File: src/mcp_cfg.svh
// Register offsets, field positions, reset values and timing counts of the provisioning bank
`ifndef MCP_CFG_SVH
`define MCP_CFG_SVH

`define MCP_ADDR_PROV 8'h14
`define MCP_ADDR_RSTCTL 8'h15

`define MCP_PROV_UNEQ_ALL 4
`define MCP_PROV_AIS_SRC 3
`define MCP_PROV_RDI_CNT 2
`define MCP_PROV_AIS_LOP 1
`define MCP_PROV_HW_IRQ 0
`define MCP_PROV_MASK 8'h1f
`define MCP_PROV_RESET 8'h00

`define MCP_RC_SOFT_RST 7
`define MCP_RC_CLR_A 6
`define MCP_RC_CLR_B 5
`define MCP_RC_PROC_RST 4
`define MCP_RC_RAM_INIT 0

`define MCP_RDI_RUN_LONG 4'ha
`define MCP_RDI_RUN_SHORT 4'h5

`define MCP_SOFT_RST_CYCLES 8
`define MCP_ALARM_CLR_CYCLES 4
`define MCP_PROC_RST_CYCLES 8

`endif

File: src/mcp_pkg.sv
// Types shared by the provisioning bank
`default_nettype none
package mcp_pkg;
  typedef enum logic [1:0] {
    MCP_INIT_IDLE = 2'h0,
    MCP_INIT_WAIT = 2'h1,
    MCP_INIT_SWEEP = 2'h3
  } mcp_init_state_type;
endpackage
`default_nettype wire

File: src/mcp_ram.sv
// Processor data RAM with registered read data
`default_nettype none
module mcp_ram #(
  parameter int AW = 8,
  parameter int DW = 8
) (
  // Clock
  input wire logic core_clk_i,
  // Access port
  input wire logic we_i,
  input wire logic [AW-1:0] addr_i,
  input wire logic [DW-1:0] wdata_i,
  output logic [DW-1:0] rdata_o
);
  logic [DW-1:0] mem [0:(1<<AW)-1];

  always_ff @(posedge core_clk_i) begin
    if (we_i) begin
      mem[addr_i] <= wdata_i;
    end
    rdata_o <= mem[addr_i];
  end
endmodule
`default_nettype wire

File: src/mcp_regs.sv
// Common provisioning and reset control registers with the logic they steer
`include "mcp_cfg.svh"
`default_nettype none
module mcp_regs #(
  parameter int RAM_AW = 8,
  parameter int RAM_DW = 8,
  parameter int SOFT_RST_CYCLES = `MCP_SOFT_RST_CYCLES,
  parameter int ALARM_CLR_CYCLES = `MCP_ALARM_CLR_CYCLES,
  parameter int PROC_RST_CYCLES = `MCP_PROC_RST_CYCLES
) (
  // Clock and reset
  input wire logic core_clk_i,
  input wire logic rstn_i,
  // Microprocessor register port
  input wire logic [7:0] reg_addr_i,
  input wire logic reg_wr_i,
  input wire logic reg_rd_i,
  input wire logic [7:0] reg_wdata_i,
  output logic [7:0] reg_rdata_o,
  // Unequipped channel routing
  input wire logic mux_mode_i,
  input wire logic drop_on_b_i,
  input wire logic active_bus_b_i,
  input wire logic unequip_req_i,
  output logic unequip_send_a_o,
  output logic unequip_send_b_o,
  // AIS detection
  input wire logic stm1_format_i,
  input wire logic [2:0] ais_ptr_i,
  input wire logic [2:0] ais_e1_i,
  output logic [2:0] ais_detect_o,
  // V5 RDI
  input wire logic rdi_valid_i,
  input wire logic rdi_bit_i,
  output logic rdi_alarm_o,
  // Pointer tracking
  input wire logic ptr_ais_to_lop_i,
  output logic ptr_ais_to_lop_o,
  // Interrupt lead
  input wire logic irq_event_i,
  output logic irq_lead_o,
  // Control pulses to the datapath
  output logic soft_reset_o,
  output logic bus_highz_set_o,
  output logic clear_a_side_alarms_o,
  output logic clear_b_side_alarms_o,
  output logic proc_core_reset_o,
  // Processor data RAM port
  input wire logic proc_ram_we_i,
  input wire logic [RAM_AW-1:0] proc_ram_addr_i,
  input wire logic [RAM_DW-1:0] proc_ram_wdata_i,
  output logic [RAM_DW-1:0] proc_ram_rdata_o,
  output logic proc_ram_ready_o
);
  import mcp_pkg::*;

  function automatic logic cnt_last(input logic [7:0] cnt, input int limit);
    cnt_last = (cnt == 8'(limit - 1));
  endfunction

  ////////////////////////////////////////////////////////////////////////////
  // Register writes

  logic [7:0] prov_r;
  logic wr_prov, wr_rst;
  logic soft_busy_r, clr_a_busy_r, clr_b_busy_r, proc_busy_r;
  logic [7:0] soft_cnt_r, clr_a_cnt_r, clr_b_cnt_r, proc_cnt_r;
  mcp_init_state_type init_state_r;
  logic [RAM_AW-1:0] init_addr_r;

  assign wr_prov = reg_wr_i && (reg_addr_i == `MCP_ADDR_PROV);
  assign wr_rst = reg_wr_i && (reg_addr_i == `MCP_ADDR_RSTCTL);

  // Unused bits are dropped whatever software writes
  always_ff @(posedge core_clk_i or negedge rstn_i) begin
    if (!rstn_i) begin
      prov_r <= `MCP_PROV_RESET;
    end else if (soft_busy_r) begin
      prov_r <= `MCP_PROV_RESET;
    end else if (wr_prov) begin
      prov_r <= reg_wdata_i & `MCP_PROV_MASK;
    end
  end

  ////////////////////////////////////////////////////////////////////////////
  // Self-clearing actions

  always_ff @(posedge core_clk_i or negedge rstn_i) begin
    if (!rstn_i) begin
      soft_busy_r <= 1'b0;
      soft_cnt_r <= 8'h00;
    end else if (!soft_busy_r) begin
      soft_cnt_r <= 8'h00;
      if (wr_rst && reg_wdata_i[`MCP_RC_SOFT_RST]) begin
        soft_busy_r <= 1'b1;
      end
    end else if (cnt_last(soft_cnt_r, SOFT_RST_CYCLES)) begin
      soft_busy_r <= 1'b0;
    end else begin
      soft_cnt_r <= soft_cnt_r + 8'h01;
    end
  end

  // Both clears may start from the same write
  always_ff @(posedge core_clk_i or negedge rstn_i) begin
    if (!rstn_i) begin
      clr_a_busy_r <= 1'b0;
      clr_a_cnt_r <= 8'h00;
    end else if (!clr_a_busy_r) begin
      clr_a_cnt_r <= 8'h00;
      if (wr_rst && reg_wdata_i[`MCP_RC_CLR_A]) begin
        clr_a_busy_r <= 1'b1;
      end
    end else if (cnt_last(clr_a_cnt_r, ALARM_CLR_CYCLES)) begin
      clr_a_busy_r <= 1'b0;
    end else begin
      clr_a_cnt_r <= clr_a_cnt_r + 8'h01;
    end
  end

  always_ff @(posedge core_clk_i or negedge rstn_i) begin
    if (!rstn_i) begin
      clr_b_busy_r <= 1'b0;
      clr_b_cnt_r <= 8'h00;
    end else if (!clr_b_busy_r) begin
      clr_b_cnt_r <= 8'h00;
      if (wr_rst && reg_wdata_i[`MCP_RC_CLR_B]) begin
        clr_b_busy_r <= 1'b1;
      end
    end else if (cnt_last(clr_b_cnt_r, ALARM_CLR_CYCLES)) begin
      clr_b_busy_r <= 1'b0;
    end else begin
      clr_b_cnt_r <= clr_b_cnt_r + 8'h01;
    end
  end

  // Processor reset leaves the data RAM alone
  always_ff @(posedge core_clk_i or negedge rstn_i) begin
    if (!rstn_i) begin
      proc_busy_r <= 1'b0;
      proc_cnt_r <= 8'h00;
    end else if (!proc_busy_r) begin
      proc_cnt_r <= 8'h00;
      if (wr_rst && reg_wdata_i[`MCP_RC_PROC_RST]) begin
        proc_busy_r <= 1'b1;
      end
    end else if (cnt_last(proc_cnt_r, PROC_RST_CYCLES)) begin
      proc_busy_r <= 1'b0;
    end else begin
      proc_cnt_r <= proc_cnt_r + 8'h01;
    end
  end

  ////////////////////////////////////////////////////////////////////////////
  // Data RAM initialisation

  // Waits for a running soft reset, then writes zero to every word
  always_ff @(posedge core_clk_i or negedge rstn_i) begin
    if (!rstn_i) begin
      init_state_r <= MCP_INIT_IDLE;
      init_addr_r <= '0;
    end else begin
      unique case (init_state_r)
        MCP_INIT_IDLE: begin
          init_addr_r <= '0;
          if (wr_rst && reg_wdata_i[`MCP_RC_RAM_INIT]) begin
            init_state_r <= MCP_INIT_WAIT;
          end
        end
        MCP_INIT_WAIT: begin
          if (!soft_busy_r) begin
            init_state_r <= MCP_INIT_SWEEP;
          end
        end
        MCP_INIT_SWEEP: begin
          init_addr_r <= init_addr_r + 1'b1;
          if (&init_addr_r) begin
            init_state_r <= MCP_INIT_IDLE;
          end
        end
        default: begin
          init_state_r <= MCP_INIT_IDLE;
        end
      endcase
    end
  end

  logic init_busy;
  logic init_sweep;
  assign init_busy = (init_state_r != MCP_INIT_IDLE);
  assign init_sweep = (init_state_r == MCP_INIT_SWEEP);

  mcp_ram #(
    .AW(RAM_AW),
    .DW(RAM_DW)
  ) u_ram (
    .core_clk_i(core_clk_i),
    .we_i(init_sweep ? 1'b1 : proc_ram_we_i),
    .addr_i(init_sweep ? init_addr_r : proc_ram_addr_i),
    .wdata_i(init_sweep ? '0 : proc_ram_wdata_i),
    .rdata_o(proc_ram_rdata_o)
  );

  assign proc_ram_ready_o = !init_busy;

  ////////////////////////////////////////////////////////////////////////////
  // Register reads

  always_ff @(posedge core_clk_i or negedge rstn_i) begin
    if (!rstn_i) begin
      reg_rdata_o <= 8'h00;
    end else if (reg_rd_i) begin
      if (reg_addr_i == `MCP_ADDR_PROV) begin
        reg_rdata_o <= prov_r;
      end else if (reg_addr_i == `MCP_ADDR_RSTCTL) begin
        reg_rdata_o <= {soft_busy_r, clr_a_busy_r, clr_b_busy_r, proc_busy_r,
                        3'h0, init_busy};
      end else begin
        reg_rdata_o <= 8'h00;
      end
    end
  end

  ////////////////////////////////////////////////////////////////////////////
  // Steered behaviour

  logic uneq_all;
  assign uneq_all = prov_r[`MCP_PROV_UNEQ_ALL];

  always_ff @(posedge core_clk_i or negedge rstn_i) begin
    if (!rstn_i) begin
      unequip_send_a_o <= 1'b0;
      unequip_send_b_o <= 1'b0;
    end else if (uneq_all) begin
      unequip_send_a_o <= unequip_req_i && !active_bus_b_i;
      unequip_send_b_o <= unequip_req_i && active_bus_b_i;
    end else begin
      unequip_send_a_o <= unequip_req_i && mux_mode_i && !drop_on_b_i;
      unequip_send_b_o <= unequip_req_i && mux_mode_i && drop_on_b_i;
    end
  end

  logic [2:0] ais_inst_en;
  assign ais_inst_en = stm1_format_i ? 3'h1 : 3'h7;

  always_ff @(posedge core_clk_i or negedge rstn_i) begin
    if (!rstn_i) begin
      ais_detect_o <= 3'h0;
    end else if (prov_r[`MCP_PROV_AIS_SRC]) begin
      ais_detect_o <= ais_e1_i & ais_inst_en;
    end else begin
      ais_detect_o <= ais_ptr_i & ais_inst_en;
    end
  end

  // Alarm changes state after a run of samples that disagree with it
  logic [3:0] rdi_run_r;
  logic [3:0] rdi_need;
  assign rdi_need = prov_r[`MCP_PROV_RDI_CNT] ? `MCP_RDI_RUN_LONG : `MCP_RDI_RUN_SHORT;

  always_ff @(posedge core_clk_i or negedge rstn_i) begin
    if (!rstn_i) begin
      rdi_run_r <= 4'h0;
      rdi_alarm_o <= 1'b0;
    end else if (soft_busy_r) begin
      rdi_run_r <= 4'h0;
      rdi_alarm_o <= 1'b0;
    end else if (rdi_valid_i) begin
      if (rdi_bit_i == rdi_alarm_o) begin
        rdi_run_r <= 4'h0;
      end else if (rdi_run_r + 4'h1 >= rdi_need) begin
        rdi_run_r <= 4'h0;
        rdi_alarm_o <= rdi_bit_i;
      end else begin
        rdi_run_r <= rdi_run_r + 4'h1;
      end
    end
  end

  assign ptr_ais_to_lop_o = ptr_ais_to_lop_i && prov_r[`MCP_PROV_AIS_LOP];
  assign irq_lead_o = irq_event_i && prov_r[`MCP_PROV_HW_IRQ];

  assign soft_reset_o = soft_busy_r;
  assign bus_highz_set_o = soft_busy_r;
  assign clear_a_side_alarms_o = clr_a_busy_r;
  assign clear_b_side_alarms_o = clr_b_busy_r;
  assign proc_core_reset_o = proc_busy_r || init_sweep;
endmodule
`default_nettype wire

File: config.mk
export PLATFORM = sky130hd
export DESIGN_NAME = mcp_regs
export DESIGN_NICKNAME = d
export VERILOG_FILES = /design/src/mcp_pkg.sv /design/src/mcp_ram.sv /design/src/mcp_regs.sv
export VERILOG_INCLUDE_DIRS = /design/src
export SDC_FILE = /design/constraint.sdc
export NUM_CORES = 2
export LEC_CHECK = 0
export BUFFER_PORTS_ARGS = -buffer_cell sky130_fd_sc_hd__buf_2
export CAP_MARGIN = 20
export CORE_MARGIN = 2
export CORE_UTILIZATION = 45
export DETAILED_ROUTE_END_ITERATION = 6
export SLEW_MARGIN = 15
export SYNTH_ARGS = -nofsm -noshare
export SYNTH_HDL_FRONTEND = slang
export SYNTH_SLANG_ARGS = --single-unit
File: constraint.sdc
create_clock -name core_clk_i -period 10.74 [get_ports core_clk_i]
set_clock_uncertainty 0.2 [all_clocks]
set_input_delay 1.611 -clock core_clk_i [delete_from_list [all_inputs] [get_ports core_clk_i]]
set_output_delay 1.611 -clock core_clk_i [all_outputs]
set_load 0.02 [all_outputs]
Word level (Yosys, flattened, before mapping):

Memory sizes are Yosys's and may differ from the RTL's. A register that Yosys moved wholly into a read port is not among the register bits.
Cells that the tools add are included.

* logic and storage cells: 118
* bits in registers: 72
* memories: 1
* input port bits: 52
* memory bits (writable): 2048
* output and inout bits: 30

* bitwise logic cells: 2
* multiplexer cells: 47
* reduce and logical (&&, ||, !) cells: 27
* eq/ne operators: 17
* order comparisons: 1
* add/subtract/negate cells: 6

Memories
* u_ram.mem: words 256, width 8, read ports 1, clocked after memory_dff 1, wr ports 1, line mcp_ram.sv:15 `logic [DW-1:0] mem [0:(1<<AW)-1];`

Operators by type and width (count)
* 2-to-1 mux 8 bit: 14
* adder 8 x 1 -> 8 bit, second input constant: 5
* 2-to-1 mux 1 bit: 21
* 2-to-1 mux 4 bit: 5
* equality test 8 x 2 -> 1 bit, second input constant: 2
* equality test 8 x 3 -> 1 bit, second input constant: 2
* equality test 8 x 5 -> 1 bit, second input constant: 2
* case mux 8 bit (2 select lines): 1
* logical AND 1 bit: 14
* != test 2 bit, second input constant: 7
* nonzero test 2 bit: 5
* AND reduction 8 bit: 1
* bitwise AND 3 bit: 2
* 2-to-1 mux 2 bit: 3
* 2-to-1 mux 3 bit: 2
* case mux 2 bit (3 select lines): 1
* AND reduction 3 bit: 2
* adder 4 x 1 -> 4 bit, second input constant: 1
* greater-or-equal comparator 4 bit: 1
* logical NOT 1 bit: 3
* equality test 2 x 1 -> 1 bit, second input constant: 1
* equality test 2 bit, second input constant: 1
* logical NOT 2 bit: 1
* != test 2 x 1 -> 1 bit, second input constant: 1
* other kinds (2): 2

Depth between registers and ports, before layout:

* word-level depth: 6
* mapped depth: 15
* depth with buffers taken out: 9

Cells and area by module:

Synthesis repeated with hierarchy kept, for this count alone.

* cells, all modules: 3907
* area total of the unflattened synthesis: 82081.2 um^2

By module, submodules not included
* mcp_ram: cells an instance 3547, times used 1, seq. area each 61659.1 um^2, area each 78492.8 um^2
* mcp_regs: cells an instance 360, times used 1, seq. area each 1726.7 um^2, area each 3588.4 um^2

Worst setup path before layout:

OpenSTA, ideal clock, no wires.

* kind: input-to-reg
* start: input port proc_ram_wdata_i[2]
* end: memory u_ram.mem[0][2], data pin
* library setup time: 1447 ps
* slack: 1338 ps
* stages: 1
* data required time: 9093 ps
* data arrival time: 7756 ps
* path buffers: 0
* cells stage by stage: nor2b_1

* longest elaborated chain between the ends: 1

Ends and longest elaborated chain
* from (decl): line mcp_regs.sv:51 `input wire logic [RAM_DW-1:0] proc_ram_wdata_i,`
* 2-to-1 mux 8 bit: line mcp_regs.sv:200 `.wdata_i(init_sweep ? '0 : proc_ram_wdata_i),`
* to (decl): line mcp_ram.sv:15

No other way between the ends.

Worst setup path after layout:

* start: register init_state_r[0]
* end: register u_ram.rdata_o[5] (read register of u_ram.mem)

* longest elaborated chain between the ends: 2

Ends and longest elaborated chain
* from (decl): line mcp_regs.sv:68 `mcp_init_state_type init_state_r;`
* from (signal assigned): line mcp_regs.sv:160 `init_state_r <= MCP_INIT_IDLE;`
* from (signal assigned): line mcp_regs.sv:167 `init_state_r <= MCP_INIT_WAIT;`
* from (signal assigned): line mcp_regs.sv:172 `init_state_r <= MCP_INIT_SWEEP;`
* equality test 2 bit: line mcp_regs.sv:191 `assign init_sweep = (init_state_r == MCP_INIT_SWEEP);`
* 2-to-1 mux 8 bit: line mcp_regs.sv:199 `.addr_i(init_sweep ? init_addr_r : proc_ram_addr_i),`
* to (decl): line mcp_ram.sv:13 `output logic [DW-1:0] rdata_o`

No other way between the ends.
A chain may end at the register's enable or synchronous reset.

==> impl_metrics.csv <==
group,metric,value,unit
run_status,run_status,"finished, final reports clean",
cts,hold_buffers,0,
worst_hold_path,hold_start,"rdi_run_r[3]$_DFFE_PN0P_",
logic_synthesis,synthFlopType,"edfxtp_1",
route,drc,0,
final_layout,final_cells,7252,
timing,fin_ws,5.20,ns
pwr,leakage,29.7,nW
route,ant_nets,0,
placed_design,gp_congestion,0.890,
final_layout,final_common_cell,"edfxtp_1",
final_layout,syn2layout_area_growth,11.9,%
worst_setup_path,startpoint,"init_state_r[0]$_DFFE_PN0P_",
worst_setup_path,r2r_start,"init_state_r[0]$_DFFE_PN0P_",
route,drt_iter0_markers,5279,
logic_synthesis,synth_area,83000,sq um
global_routing,grt.total_usage,22.4,%
final_layout,num-nets-final,4678,
worst_setup_path,path_class,"flip-flop to flip-flop",
timing,setup_violations,0,
placed_design,io_buffers,81,
floorplanning,initial_core_util,45.3,%
logic_synthesis,syn_area_per_cell,18.5,sq um
placed_design,dp_slack,4.83,ns
timing,hold_violations,0,
worst_setup_path,start_kind,"flip-flop",
floorplanning,die_area,188000,sq um
timing,worst_pin_slew,1.18,ns
route,wl_per_cell,29.0,um
cts,tritoncts,"done",
logic_synthesis,synthCells,4498,
worst_setup_path,r2r_slack,5.20,ns
placed_design,place_hpwl,125000,um
worst_setup_path,crit_required,11.24,ns
pwr,peakVddDrop,0.000189,V
worst_setup_path,cp-end-kind,"flip-flop",
cts,clock_sinks,2125,
placed_design,placedCellCount,6860,
cts,clkTransAtPathRegs,0.06,ns
timing,rsz0062_at_grt,"no",
worst_setup_path,rr_worst_depth,11,
worst_hold_path,worstHoldPathType,"flip-flop to flip-flop",
logic_synthesis,ys_seq_elements,2125,
cts,clk_path_buf_depth,3,
route,drt_wl_total,210000,um
logic_synthesis,synth_fp_nets,4563,
global_routing,antenna_found_initial,13,
final_layout,final_cell_mix,"edfxtp_1, nand2_1, mux4_2",
floorplanning,pin_count,82,
logic_synthesis,netlist.area_leader.share,74.1,%
worst_setup_path,critPathMaxFanout,48,
floorplanning,fp.dieW,434,um
timing,fin_hold_ws,0.302,ns
worst_hold_path,hold_end,"rdi_run_r[3]$_DFFE_PN0P_",
cts,numCtsBuffers,204,
logic_synthesis,ys_warn_count,0,
cts,cts_setup_buffers,0,
logic_synthesis,synth.area.top_cells,"edfxtp_1, mux4_2, nand2_1",
timing,slew_headroom,20.9,%
route,dr.pass1.iters,6,
route,vias,43300,
worst_setup_path,cp_data_arrival_time,6.04,ns
logic_synthesis,synth-edff-count,2048,
job,max-cap-violations,0,
worst_hold_path,hold_depth,2,
global_routing,overflow,0,
logic_synthesis,ys_types,56,
logic_synthesis,ys_seq_area_share,76.3,%
logic_synthesis,yosysTopAreaCell,"edfxtp_1",
floorplanning,chipHeight,434,um
final_layout,final_layout_size_suffix_gt1_share,18.0,%
timing,fin_crit_sh,51.6,%
timing,drv_slew,0,
global_routing,grt_pass1_wl,303000,um
floorplanning,core,183000,sq um
route,vias_per_cell,5.97,
floorplanning,fp-row-count,157,
cts,cts_resized,0,
global_routing,grt_pass1_vias,42000,
logic_synthesis,synthArstFlopShare,3.25,%
timing,clock.fmax,0.181,GHz
timing,finalCriticalPeriod,5.54,ns
cts,htreeDepth,4,
pwr,power_density,219,nW/um^2
global_routing,grt_max_degree,185,
worst_setup_path,r2r_end,"u_ram.rdata_o[5]$_DFF_P_",
cts,clockRootBuffer,"clkbuf_16",
pwr,power,20.4,mW
cts,clock_latency,0.84,ns
timing,setup_tns,0,ns
[worst max-delay path by stage]
stage                                      to  slack [ns]  depth (start not counted)
floorplan           u_ram.mem[0][2]$_DFFE_PP_        1.34                          1
global placement     u_ram.rdata_o[6]$_DFF_P_        4.82                         10
detailed placement   u_ram.rdata_o[3]$_DFF_P_        4.83                         10
CTS                  u_ram.rdata_o[6]$_DFF_P_        5.12                         11
global route         u_ram.rdata_o[3]$_DFF_P_        4.82                         11
finish               u_ram.rdata_o[5]$_DFF_P_        5.20                         11
[synthesized netlist by cell type, types with 10 or more instances]
cell	count
dfrtp_1	69
nor2b_1	19
nor2_1	274
buf_6	34
o41ai_1	16
inv_1	20
mux4_2	352
xnor2_1	22
a22oi_1	186
and3_1	42
a311o_1	16
edfxtp_1	2048
a21oi_1	10
a311oi_1	48
buf_4	25
nor3_1	11
o21ai_0	21
and4_1	16
clkbuf_1	126
nand4_1	56
and2_1	24
a31oi_1	25
ha_1	13
nand2_1	483
a221oi_1	64
mux2i_1	139
nand3_1	152
buf_2	76
[critical path: stages (launching register included)]
cell,delay [ns]
dfrtp_1,0.41
ha_4,0.25
buf_4,0.59
mux2i_4,0.63
buf_4,0.52
buf_4,0.65
mux4_2,0.59
a22oi_1,0.40
nand4_1,0.35
o21ai_1,0.42
o31a_1,0.20
o2111ai_1,0.10
[registers in the layout (all words and copies together), names as in the netlist, 2 cells and up]
name           cells
proc_cnt_r         8
rdi_run_r          4
soft_cnt_r         8
ais_detect_o       3
u_ram.mem       2048
clr_b_cnt_r        8
init_addr_r        8
prov_r             5
init_state_r       2
u_ram.rdata_o      8
reg_rdata_o        8
clr_a_cnt_r        8
[layout make-up]
class | count | area (sq um)
diodes | 4 | 10.0
clock buffers | 257 | 5420
clock inverters | 120 | 1280
fillers | 14700 | 90300
inverters | 20 | 75.1
multi-input cells | 2087 | 18400
flip-flops and latches | 2125 | 63400
well taps | 2464 | 3080
repair buffers | 175 | 1340
[through the flow]
step / util (%) / area [sq um]
2_1_floorplan: - / 83000
3_3_place_gp: 46.9 / 86000
3_5_place_dp: 47.0 / 86100
4_1_cts: 50.6 / 92800
5_1_grt: 50.7 / 92900
6_report: 50.7 / 93000
[routing by layer]
metal  up-vias  track usage (%)  wire length (um)
li1      18400                -                 -
met1     22800             31.8             87200
met2      1720             35.1             99800
met3       342             4.14             16400
met4         0             7.28              7070
met5         -                0                 0
[logic make-up (layout without fill, tap and decap cells)]
logic type / Yosys count / count (layout) / share of synthesized area [%]
AO/OA/AOI/OAI: 443 / 443 / 4.16
XOR/XNOR: 27 / 27 / 0.285
adder cells (fa/ha/maj): 13 / 13 / 0.196
buffers and inverters: 286 / 572 / 1.83
flip-flops: 2125 / 2125 / 76.3
multiplexers: 496 / 496 / 11.3
other: 0 / 4 / 0
AND/OR/NAND/NOR: 1108 / 1108 / 5.91
[where the power goes]
| part | total, mW | switching, mW | leakage [nW] | internal (mW) |
|---|---|---|---|---|
| Combinational | 3.47 | 2.35 | 6.91 | 1.12 |
| Clock | 7.22 | 3.08 | 3.27 | 4.13 |
| Sequential | 9.67 | 0.0603 | 19.5 | 9.61 |
No activity file was read; power rests on OpenSTA's default activity.
